==> src/core/pcbt_pkg.sv <==
/*
 Package for the program counter branch target block: widths, address
 constants and the branch method enumeration.
 Assumes a 16-bit code address space and byte-wide opcodes.
*/
`default_nettype none
package pcbt_pkg;
   localparam int          PC_W          = 16;
   localparam logic [15:0] PC_RESET      = 16'h0000;
   localparam logic [15:0] FIXED_BASE    = 16'h0800;
   localparam logic [15:0] TABLE_BASE    = 16'h0040;
   localparam int          LEN_W         = 3;
   localparam int          DISP_SIGN_BIT = 7;
   localparam int          VEC_LO        = 1;
   localparam int          VEC_HI        = 5;

   typedef enum logic [2:0] {
      PCBT_NONE,
      PCBT_REL_UNCOND,
      PCBT_REL_COND,
      PCBT_ABS,
      PCBT_FIXED,
      PCBT_TABLE,
      PCBT_REGJMP
   } pcbt_kind_t;
endpackage
`default_nettype wire

==> src/core/pcbt_if.sv <==
/*
 Interface between the counter top and its target adder.
 Assumes both ends run on the same core clock.
*/
`default_nettype none
interface pcbt_if;
   logic [15:0] next_seq;
   logic [7:0]  disp;
   logic [15:0] rel_target;
   modport top (output next_seq, output disp, input rel_target);
   modport add (input next_seq, input disp, output rel_target);
endinterface
`default_nettype wire

==> src/core/pcbt_rel_add.sv <==
/*
 Relative target adder: sign-extends the displacement and adds it to the
 address of the following instruction.
 Assumes inputs from logic on the same clock; purely combinational.
*/
`default_nettype none
module pcbt_rel_add
   import pcbt_pkg::*;
(
   pcbt_if.add  bus   // Adder side of the carrier
);
   logic [15:0] disp_ext;

   always_comb begin
      disp_ext = {{8{bus.disp[DISP_SIGN_BIT]}}, bus.disp};
      // Carry out of bit 15 is dropped on purpose
      bus.rel_target = 16'(bus.next_seq + disp_ext);
   end
endmodule
`default_nettype wire

==> src/core/pcbt_top.sv <==
/*
 Program counter update: sequential advance or branch load.
 Assumes the decoder presents one instruction per i_step pulse with its
 length, kind and operands, all on i_core_clk.
*/
`default_nettype none
module pcbt_top
   import pcbt_pkg::*;
(
   input  wire logic             i_core_clk,     // Core clock
   input  wire logic             i_rst,          // Sync reset, high
   input  wire logic             i_step,         // Instruction retire pulse
   input  wire logic [2:0]       i_len,          // Instruction byte count
   input  wire pcbt_pkg::pcbt_kind_t i_kind,     // Branch method
   input  wire logic             i_cond_met,     // Conditional taken
   input  wire logic [7:0]       i_branch_displacement, // Relative disp
   input  wire logic [15:0]      i_imm16,        // Absolute address
   input  wire logic [10:0]      i_imm11,        // Fixed-area address
   input  wire logic [7:0]       i_opcode,       // Opcode for table index
   input  wire logic [15:0]      i_table_data,   // Table word read
   input  wire logic [15:0]      i_accumulator_pair, // Register pair
   output logic [15:0]           o_table_addr,   // Table entry address
   output logic [15:0]           o_pc,           // Program counter
   output logic                  o_branch_taken  // Branch loaded, pulse
);
   import pcbt_pkg::*;

   pcbt_if lnk ();

   logic [15:0] pc_reg;
   logic [15:0] pc_next;
   logic        taken_reg;
   logic        taken_next;
   logic [15:0] seq_addr;
   logic [4:0]  vec_idx;

   pcbt_rel_add u_add (
      .bus (lnk.add)
   );

   // ==========================================================
   // Target selection
   always_comb begin
      seq_addr = 16'(pc_reg + {13'h0000, i_len});
      vec_idx  = i_opcode[VEC_HI:VEC_LO];
      // Entries are byte pairs, so the index steps by two
      o_table_addr = TABLE_BASE | {10'h000, vec_idx, 1'b0};
      lnk.next_seq = seq_addr;
      lnk.disp     = i_branch_displacement;
      pc_next    = pc_reg;
      taken_next = 1'b0;
      if (i_step) begin
         pc_next = seq_addr;
         case (i_kind)
            PCBT_REL_UNCOND: begin
               pc_next    = lnk.rel_target;
               taken_next = 1'b1;
            end
            PCBT_REL_COND: begin
               if (i_cond_met) begin
                  pc_next    = lnk.rel_target;
                  taken_next = 1'b1;
               end
            end
            PCBT_ABS: begin
               pc_next    = i_imm16;
               taken_next = 1'b1;
            end
            PCBT_FIXED: begin
               pc_next    = FIXED_BASE | {5'h00, i_imm11};
               taken_next = 1'b1;
            end
            PCBT_TABLE: begin
               pc_next    = i_table_data;
               taken_next = 1'b1;
            end
            PCBT_REGJMP: begin
               pc_next    = i_accumulator_pair;
               taken_next = 1'b1;
            end
            default: begin
               pc_next = seq_addr;
            end
         endcase
      end
   end

   // ==========================================================
   // State
   always_ff @(posedge i_core_clk) begin
      if (i_rst) begin
         pc_reg    <= PC_RESET;
         taken_reg <= 1'b0;
      end else begin
         pc_reg    <= pc_next;
         taken_reg <= taken_next;
      end
   end

   assign o_pc           = pc_reg;
   assign o_branch_taken = taken_reg;
endmodule
`default_nettype wire

==> config.mk <==
export PLATFORM = sky130hd
export DESIGN_NAME = pcbt_top
export DESIGN_NICKNAME = d
export VERILOG_FILES = /design/src/core/pcbt_pkg.sv /design/src/core/pcbt_if.sv /design/src/core/pcbt_rel_add.sv /design/src/core/pcbt_top.sv
export SDC_FILE = /design/constraint.sdc
export NUM_CORES = 1
export LEC_CHECK = 0
export ABC_AREA = 1
export BUFFER_PORTS_ARGS = -buffer_cell sky130_fd_sc_hd__buf_2
export CAP_MARGIN = 20
export CORE_MARGIN = 1
export CORE_UTILIZATION = 30
export DETAILED_ROUTE_END_ITERATION = 8
export PLACE_DENSITY_LB_ADDON = 0.08
export SETUP_SLACK_MARGIN = 0.2
export SLEW_MARGIN = 20
export SYNTH_ARGS = -nofsm -noshare
export SYNTH_HDL_FRONTEND = slang
export SYNTH_SLANG_ARGS = --single-unit
==> constraint.sdc <==
create_clock -name i_core_clk -period 3.2 [get_ports i_core_clk]
set_clock_uncertainty 0.2 [all_clocks]
set_input_delay 0.32 -clock i_core_clk [delete_from_list [all_inputs] [get_ports i_core_clk]]
set_output_delay 0.32 -clock i_core_clk [all_outputs]
set_load 0.1 [all_outputs]
==> results of run 1 <==
==> layout make-up <==
type	instances	share of cell area
clock buffers	4	0.01173
multi-input cells	350	0.6090
well taps	108	0.03519
flip-flops and latches	17	0.09417
inverters	75	0.07397
repair buffers	120	0.1760
==> worst max-delay path, cell delays in order (launching register included) <==
cell and delay (ns):
dfxtp_4 0.36, ha_4 0.12, inv_2 0.04, fa_2 0.36, buf_4 0.15, nand3b_2 0.22
nand2_2 0.10, nand2_1 0.05, nand2_1 0.05, nand2_1 0.07, inv_1 0.09, ha_4 0.21
a21o_1 0.19, nor2_1 0.11, nand2_1 0.07, a21oi_2 0.18, inv_1 0.06, nand2_1 0.07
nand3_1 0.06, nand2_1 0.07, nand2_1 0.06, a21oi_2 0.10
==> power by group through the flow <==
stage / clock, mW / combinational, mW / sequential (mW)
final: 0.170 / 0.778 / 0.261
after global routing: 0.187 / 0.849 / 0.264
after CTS: 0.177 / 0.737 / 0.260
after detailed placement: 0 / 0.683 / 0.263
after global placement: 0 / 0.679 / 0.263
after floorplan: 0 / 0.402 / 0.386
==> cell usage after synthesis (4+ instances only) <==
cell type	count	area [sq um]
a21o_1	4	30.03
a21oi_1	29	145.1
a221oi_1	10	87.58
a22o_1	8	70.07
a31oi_1	5	31.28
buf_4	18	135.1
dfxtp_1	17	340.3
ha_1	19	237.7
inv_1	69	259.0
inv_2	5	18.77
nand2_1	125	469.2
nand2_2	5	31.28
nand3_1	26	130.1
nand3b_1	4	30.03
nand4_1	11	68.82
nor2_1	29	108.9
nor2_2	4	25.02
nor3_1	6	30.03
o21ai_0	21	105.1
xor2_1	7	61.31
==> flip-flops by register name, summed over array words and instances (netlist names) <==
register and count:
o_branch_taken 1, o_pc 16
==> layer usage <==
layer	vias up	part of all wire	routed length (um)	track usage
met3	11	0.058	580	0.02312
met2	116	0.50	4963	0.3987
met1	1509	0.43	4242	0.2639
met4	0	0.015	153	0.05626
li1	1703	-	-	-
met5	-	0	0	0
==> through the flow <==
stage               instances  instance area [sq um]    util
global route              674                   3840  0.4403
CTS                       671                   3682  0.4222
global placement          661                   3368  0.3862
finish                    674                   3840  0.4403
detailed placement        661                   3368  0.3862
floorplan                 465                   2789       -
==> path summary, 6_finish.rpt <==
check	from	endpoint	slack [ns]	cells after the start
max	o_pc[0]	o_pc[15]	0.17	21
min	i_table_data[7]	o_pc[7]	0.14	3
max reg2reg	o_pc[0]	o_pc[15]	0.17	21
min reg2reg	o_pc[10]	o_pc[10]	0.34	2
==> repair_timing <==
action                     4_1_cts  5_1_grt
buffers inserted                 6        3
setup endpoints to repair        8        9
cloned                           0        0
gates resized for setup         39       28
pin swaps                       20       13
==> kinds of logic (layout without fill, tap and decap cells) <==
group / count (synthesis) / count (layout) / synth area share
AND/OR/NAND/NOR: 221 / 221 / 0.3706
buffers and inverters: 98 / 199 / 0.1623
AO/OA/AOI/OAI: 88 / 88 / 0.2059
adder cells (fa/ha/maj): 21 / 21 / 0.1030
flip-flops: 17 / 17 / 0.1262
XOR/XNOR: 9 / 9 / 0.02922
other: 2 / 11 / 0.002784
==> reports/qor.yml, run 1 <==
status:
  status: "complete, no violations"
yosys:
  synth_edf_count: 0
  async_flop_share: 0
  synthCells: 456
  ys_seq_area_frac: 0.1262
  synthDistinctLibCells: 41
  avgSynthCellArea_sq_um: 5.916
  synth-seq-cells: 17
  synth_area_sq_um: 2698
  yosysWarnings: 0
  yosys_most_used_dff: "dfxtp_1"
clock_network:
  cts.sinks: 17
  cts_buffers: 3
  clock_tree.root_cell: "clkbuf_8"
  cts_tree: "done"
  cts_buffer_depth: 2
  clk_latency_ns: 0.26
  cts_hold_buf: 0
  path_clk_slew_ns: 0.07
  htree_levels: 1
global_routing:
  grtUsageTotal: 0.2160
  antenna_found_initial: 0
  grt_pass1_vias: 3346
  grt_pass1_wl_um: 16260
  grt_max_degree: 25
  overflow: 0
final_layout:
  area_delta_synth_final_pct: 42.35
  final_cell_mix: "111 x nand2_1, 93 x buf_2, 64 x inv_1"
  fin_nets: 673
  drive_above_1_share: 0.3887
  regArea_sq_um: 361.6
  n_antenna_cell: 0
  multiInputGateArea_sq_um: 2338
  fill_cells: 968
  final_common_cell: "nand2_1"
setup_path:
  critPathKind: "reg -> reg"
  worstPathMaxFanout: 4
  critPathRequiredTime_ns: 3.20
  worstPathArrival_ns: 3.03
  crit_path_end_kind: "flop"
  critPathLaunchType: "flop"
floorplanning:
  die_w_um: 96.83
  num_rows: 34
  die_h_um: 96.83
  start_util: 0.3093
  die-area_sq_um: 9375
  core_area_sq_um: 8721
  ios: 118
job:
  maxCapViolCount: 0
power_and_ir_drop:
  cellLeakagePower_nw: 2.042
  p_seq_frac: 0.216
  p_sw_frac: 0.5184
  p_sw_uw: 626.7
  total_power_mw: 1.209
  p_int_uw: 582.2
  ir_worst_vdd_mv: 0.1251
  p_clk_frac: 0.141
  comb_power_share: 0.644
  power_density_nw_per_um2: 314.8
timing:
  tightest_slew_ns: 0.6361
  setup_tns_ns: 0
  achievable-frequency_ghz: 0.3301
  setup_ws_ns: 0.1702
  setup_viol: 0
  final-max-slew-violation-count: 0
  fin_crit_sh: 0.9468
  hold_viol_final: 0
  rsz0062_at_grt: "yes"
  min_period_ns: 3.030
  relSlewSlack: 0.5754
  holdWs_ns: 0.1426
route:
  dr.pass1.iters: 4
  drt-initial-drc-count: 134
  detail-route-antenna-nets: 0
  via_count: 3339
  post_drt_wl_per_cell_um: 14.75
  drcViolationCount: 0
  wl_um: 9940
  viasPerCell: 4.954
placement:
  portBuffers: 93
  gp_congestion: 0.8858
  pre_cts_ws_ns: -0.03868
  hpwlAfterDp_um: 7839
worst_hold_path:
  worstHoldPathType: "in -> reg"
Note: power is estimated with default switching activity, not from simulation.
==> run 2, diff against run 1 <==
--- a/config.mk
+++ b/config.mk
@@ -11,7 +11,9 @@
 export CORE_MARGIN = 1
 export CORE_UTILIZATION = 30
 export DETAILED_ROUTE_END_ITERATION = 8
+export MAX_ROUTING_LAYER = met4
 export PLACE_DENSITY_LB_ADDON = 0.08
+export RECOVER_POWER = 50
 export SETUP_SLACK_MARGIN = 0.2
 export SLEW_MARGIN = 20
 export SYNTH_ARGS = -nofsm -noshare
==> reports/qor.yml, run 2 (synthesis gave the netlist of run 1 again) <==
status:
  status: "complete, no violations"  # unchanged
job:
  maxCapViolCount: 0  # unchanged
clock_network:
  htree_levels: 1  # unchanged
  clock_tree.root_cell: "clkbuf_8"  # unchanged
  cts_buffer_depth: 2  # unchanged
  cts.sinks: 17  # unchanged
  cts_hold_buf: 0  # unchanged
  cts_tree: "done"  # unchanged
  cts_buffers: 3  # unchanged
  path_clk_slew_ns: 0.07  # about the same
  clk_latency_ns: 0.26  # about the same
global_routing:
  antenna_found_initial: 0  # unchanged
  grtUsageTotal: 0.2085  # was 0.2160
  grt_pass1_vias: 3090  # was 3346
  grt_pass1_wl_um: 15300  # was 16260 um
  grt_max_degree: 25  # unchanged
  overflow: 0  # unchanged
floorplanning:
  num_rows: 34  # unchanged
  core_area_sq_um: 8721  # unchanged
  start_util: 0.3093  # unchanged
  die_w_um: 96.83  # unchanged
  ios: 118  # unchanged
  die-area_sq_um: 9375  # unchanged
  die_h_um: 96.83  # unchanged
setup_path:
  critPathKind: "reg -> reg"  # unchanged
  worstPathMaxFanout: 4  # unchanged
  rr_worst_depth: 21  # unchanged
  critPathRequiredTime_ns: 3.16  # was 3.20 ns
  critPathLaunchType: "flop"  # unchanged
  worstPathArrival_ns: 3.02  # was 3.03 ns
  crit_path_end_kind: "flop"  # unchanged
timing:
  achievable-frequency_ghz: 0.3266  # was 0.3301 GHz
  rsz0062_at_grt: "yes"  # unchanged
  setup_ws_ns: 0.1383  # was 0.1702 ns
  fin_crit_sh: 0.9568  # was 0.9468
  final-max-slew-violation-count: 0  # unchanged
  hold_viol_final: 0  # unchanged
  tightest_slew_ns: 1.175  # was 0.6361 ns
  relSlewSlack: 0.2201  # was 0.5754
  holdWs_ns: 0.1331  # was 0.1426 ns
  min_period_ns: 3.062  # was 3.030 ns
  setup_viol: 0  # unchanged
final_layout:
  drive_above_1_share: 0.3801  # was 0.3887
  largest_reg_flops: 16  # unchanged
  fin_nets: 670  # was 673
  final_cell_mix: "108 x nand2_1, 81 x buf_2, 63 x inv_1"  # was 111 x nand2_1, 93 x buf_2, 64 x inv_1
  regArea_sq_um: 361.6  # unchanged
  multiInputGateArea_sq_um: 2391  # was 2338 sq um
  fill_cells: 962  # was 968
  final_common_cell: "nand2_1"  # unchanged
  finalInstanceArea_sq_um: 3856  # was 3840 sq um
  fin_util: 0.4422  # was 0.4403
  area_delta_synth_final_pct: 42.95  # was 42.35%
  n_antenna_cell: 0  # unchanged
route:
  drcViolationCount: 0  # unchanged
  viasPerCell: 4.857  # was 4.954
  wl_um: 9848  # was 9940 um
  drt-initial-drc-count: 133  # was 134
  dr.pass1.iters: 6  # was 4
  detail-route-antenna-nets: 0  # unchanged
  post_drt_wl_per_cell_um: 14.68  # was 14.75 um
  via_count: 3259  # was 3339
placement:
  pre_cts_ws_ns: -0.005832  # was -0.03868 ns
  hpwlAfterDp_um: 7768  # was 7839 um
  portBuffers: 93  # unchanged
  dpl_cell_area_sq_um: 3346  # was 3368 sq um
  gp_congestion: 0.9060  # was 0.8858
power_and_ir_drop:
  ir_worst_vdd_mv: 0.1368  # was 0.1251 mV
  power_density_nw_per_um2: 314.2  # was 314.8 nW/um^2
  cellLeakagePower_nw: 1.999  # was 2.042 nW
  total_power_mw: 1.212  # was 1.209 mW
worst_hold_path:
  worstHoldPathType: "in -> reg"  # unchanged
  hold_depth: 3  # unchanged
## run 2: timing repair
action,4_1_cts,5_1_grt
gates resized for setup,22,58
setup buffers,2,7
endpoints found under the setup margin,8,9
pin swaps,5,31
## run 2: critical path: stages (launching register included)
cell and delay, ns:
dfxtp_4 0.36, ha_4 0.12, inv_2 0.04, fa_2 0.36, o21ai_4 0.22, nand2_4 0.09
nor2_4 0.12, inv_1 0.07, nand2_4 0.08, inv_2 0.04, ha_4 0.27, nand2_2 0.06
nor2_1 0.10, nand3_1 0.10, nand2_2 0.14, nand2_1 0.08, nand3_2 0.07, a21oi_1 0.06
o21ai_1 0.09, nand4_1 0.14, nand2_1 0.10, inv_1 0.04
## run 2: cell type report
cell class	count	area share
sequential	17	0.09377
clock buffer	4	0.01168
inverter	75	0.07300
timing repair buffer	117	0.1665
tap	108	0.03504
multi-input combinational	350	0.6201
## run 2: path summary, 6_finish.rpt
| check | start | endpoint | slack [ns] |
|---|---|---|---|
| max reg2reg | o_pc[0] | o_pc[9] | 0.14 |
| max | o_pc[0] | o_pc[9] | 0.14 |
| min | i_table_data[7] | o_pc[7] | 0.13 |
| min reg2reg | o_pc[10] | o_pc[10] | 0.33 |
## run 2: power breakdown
part           internal [mW]  switching [mW]  leakage [nW]  total, mW
clock network         0.0885          0.0801        0.0228      0.169
registers              0.232          0.0285         0.145      0.260
logic                  0.262           0.520          1.83      0.783
## run 2: layer usage
layer  global-route usage  up-vias  routed length, um
met1               0.2549     1457               4279
met3              0.02240        4                621
met2               0.3792      109               4916
met4              0.02181        0                 29
li1                     -     1689                  -
met5                    -        -                  0
## run 2: through the flow
stage	setup TNS, ns	instances
after floorplan	0	465
after global placement	-0.06002	658
after detailed placement	-0.005832	658
after CTS	0	664
after global routing	0	671
final	0	671
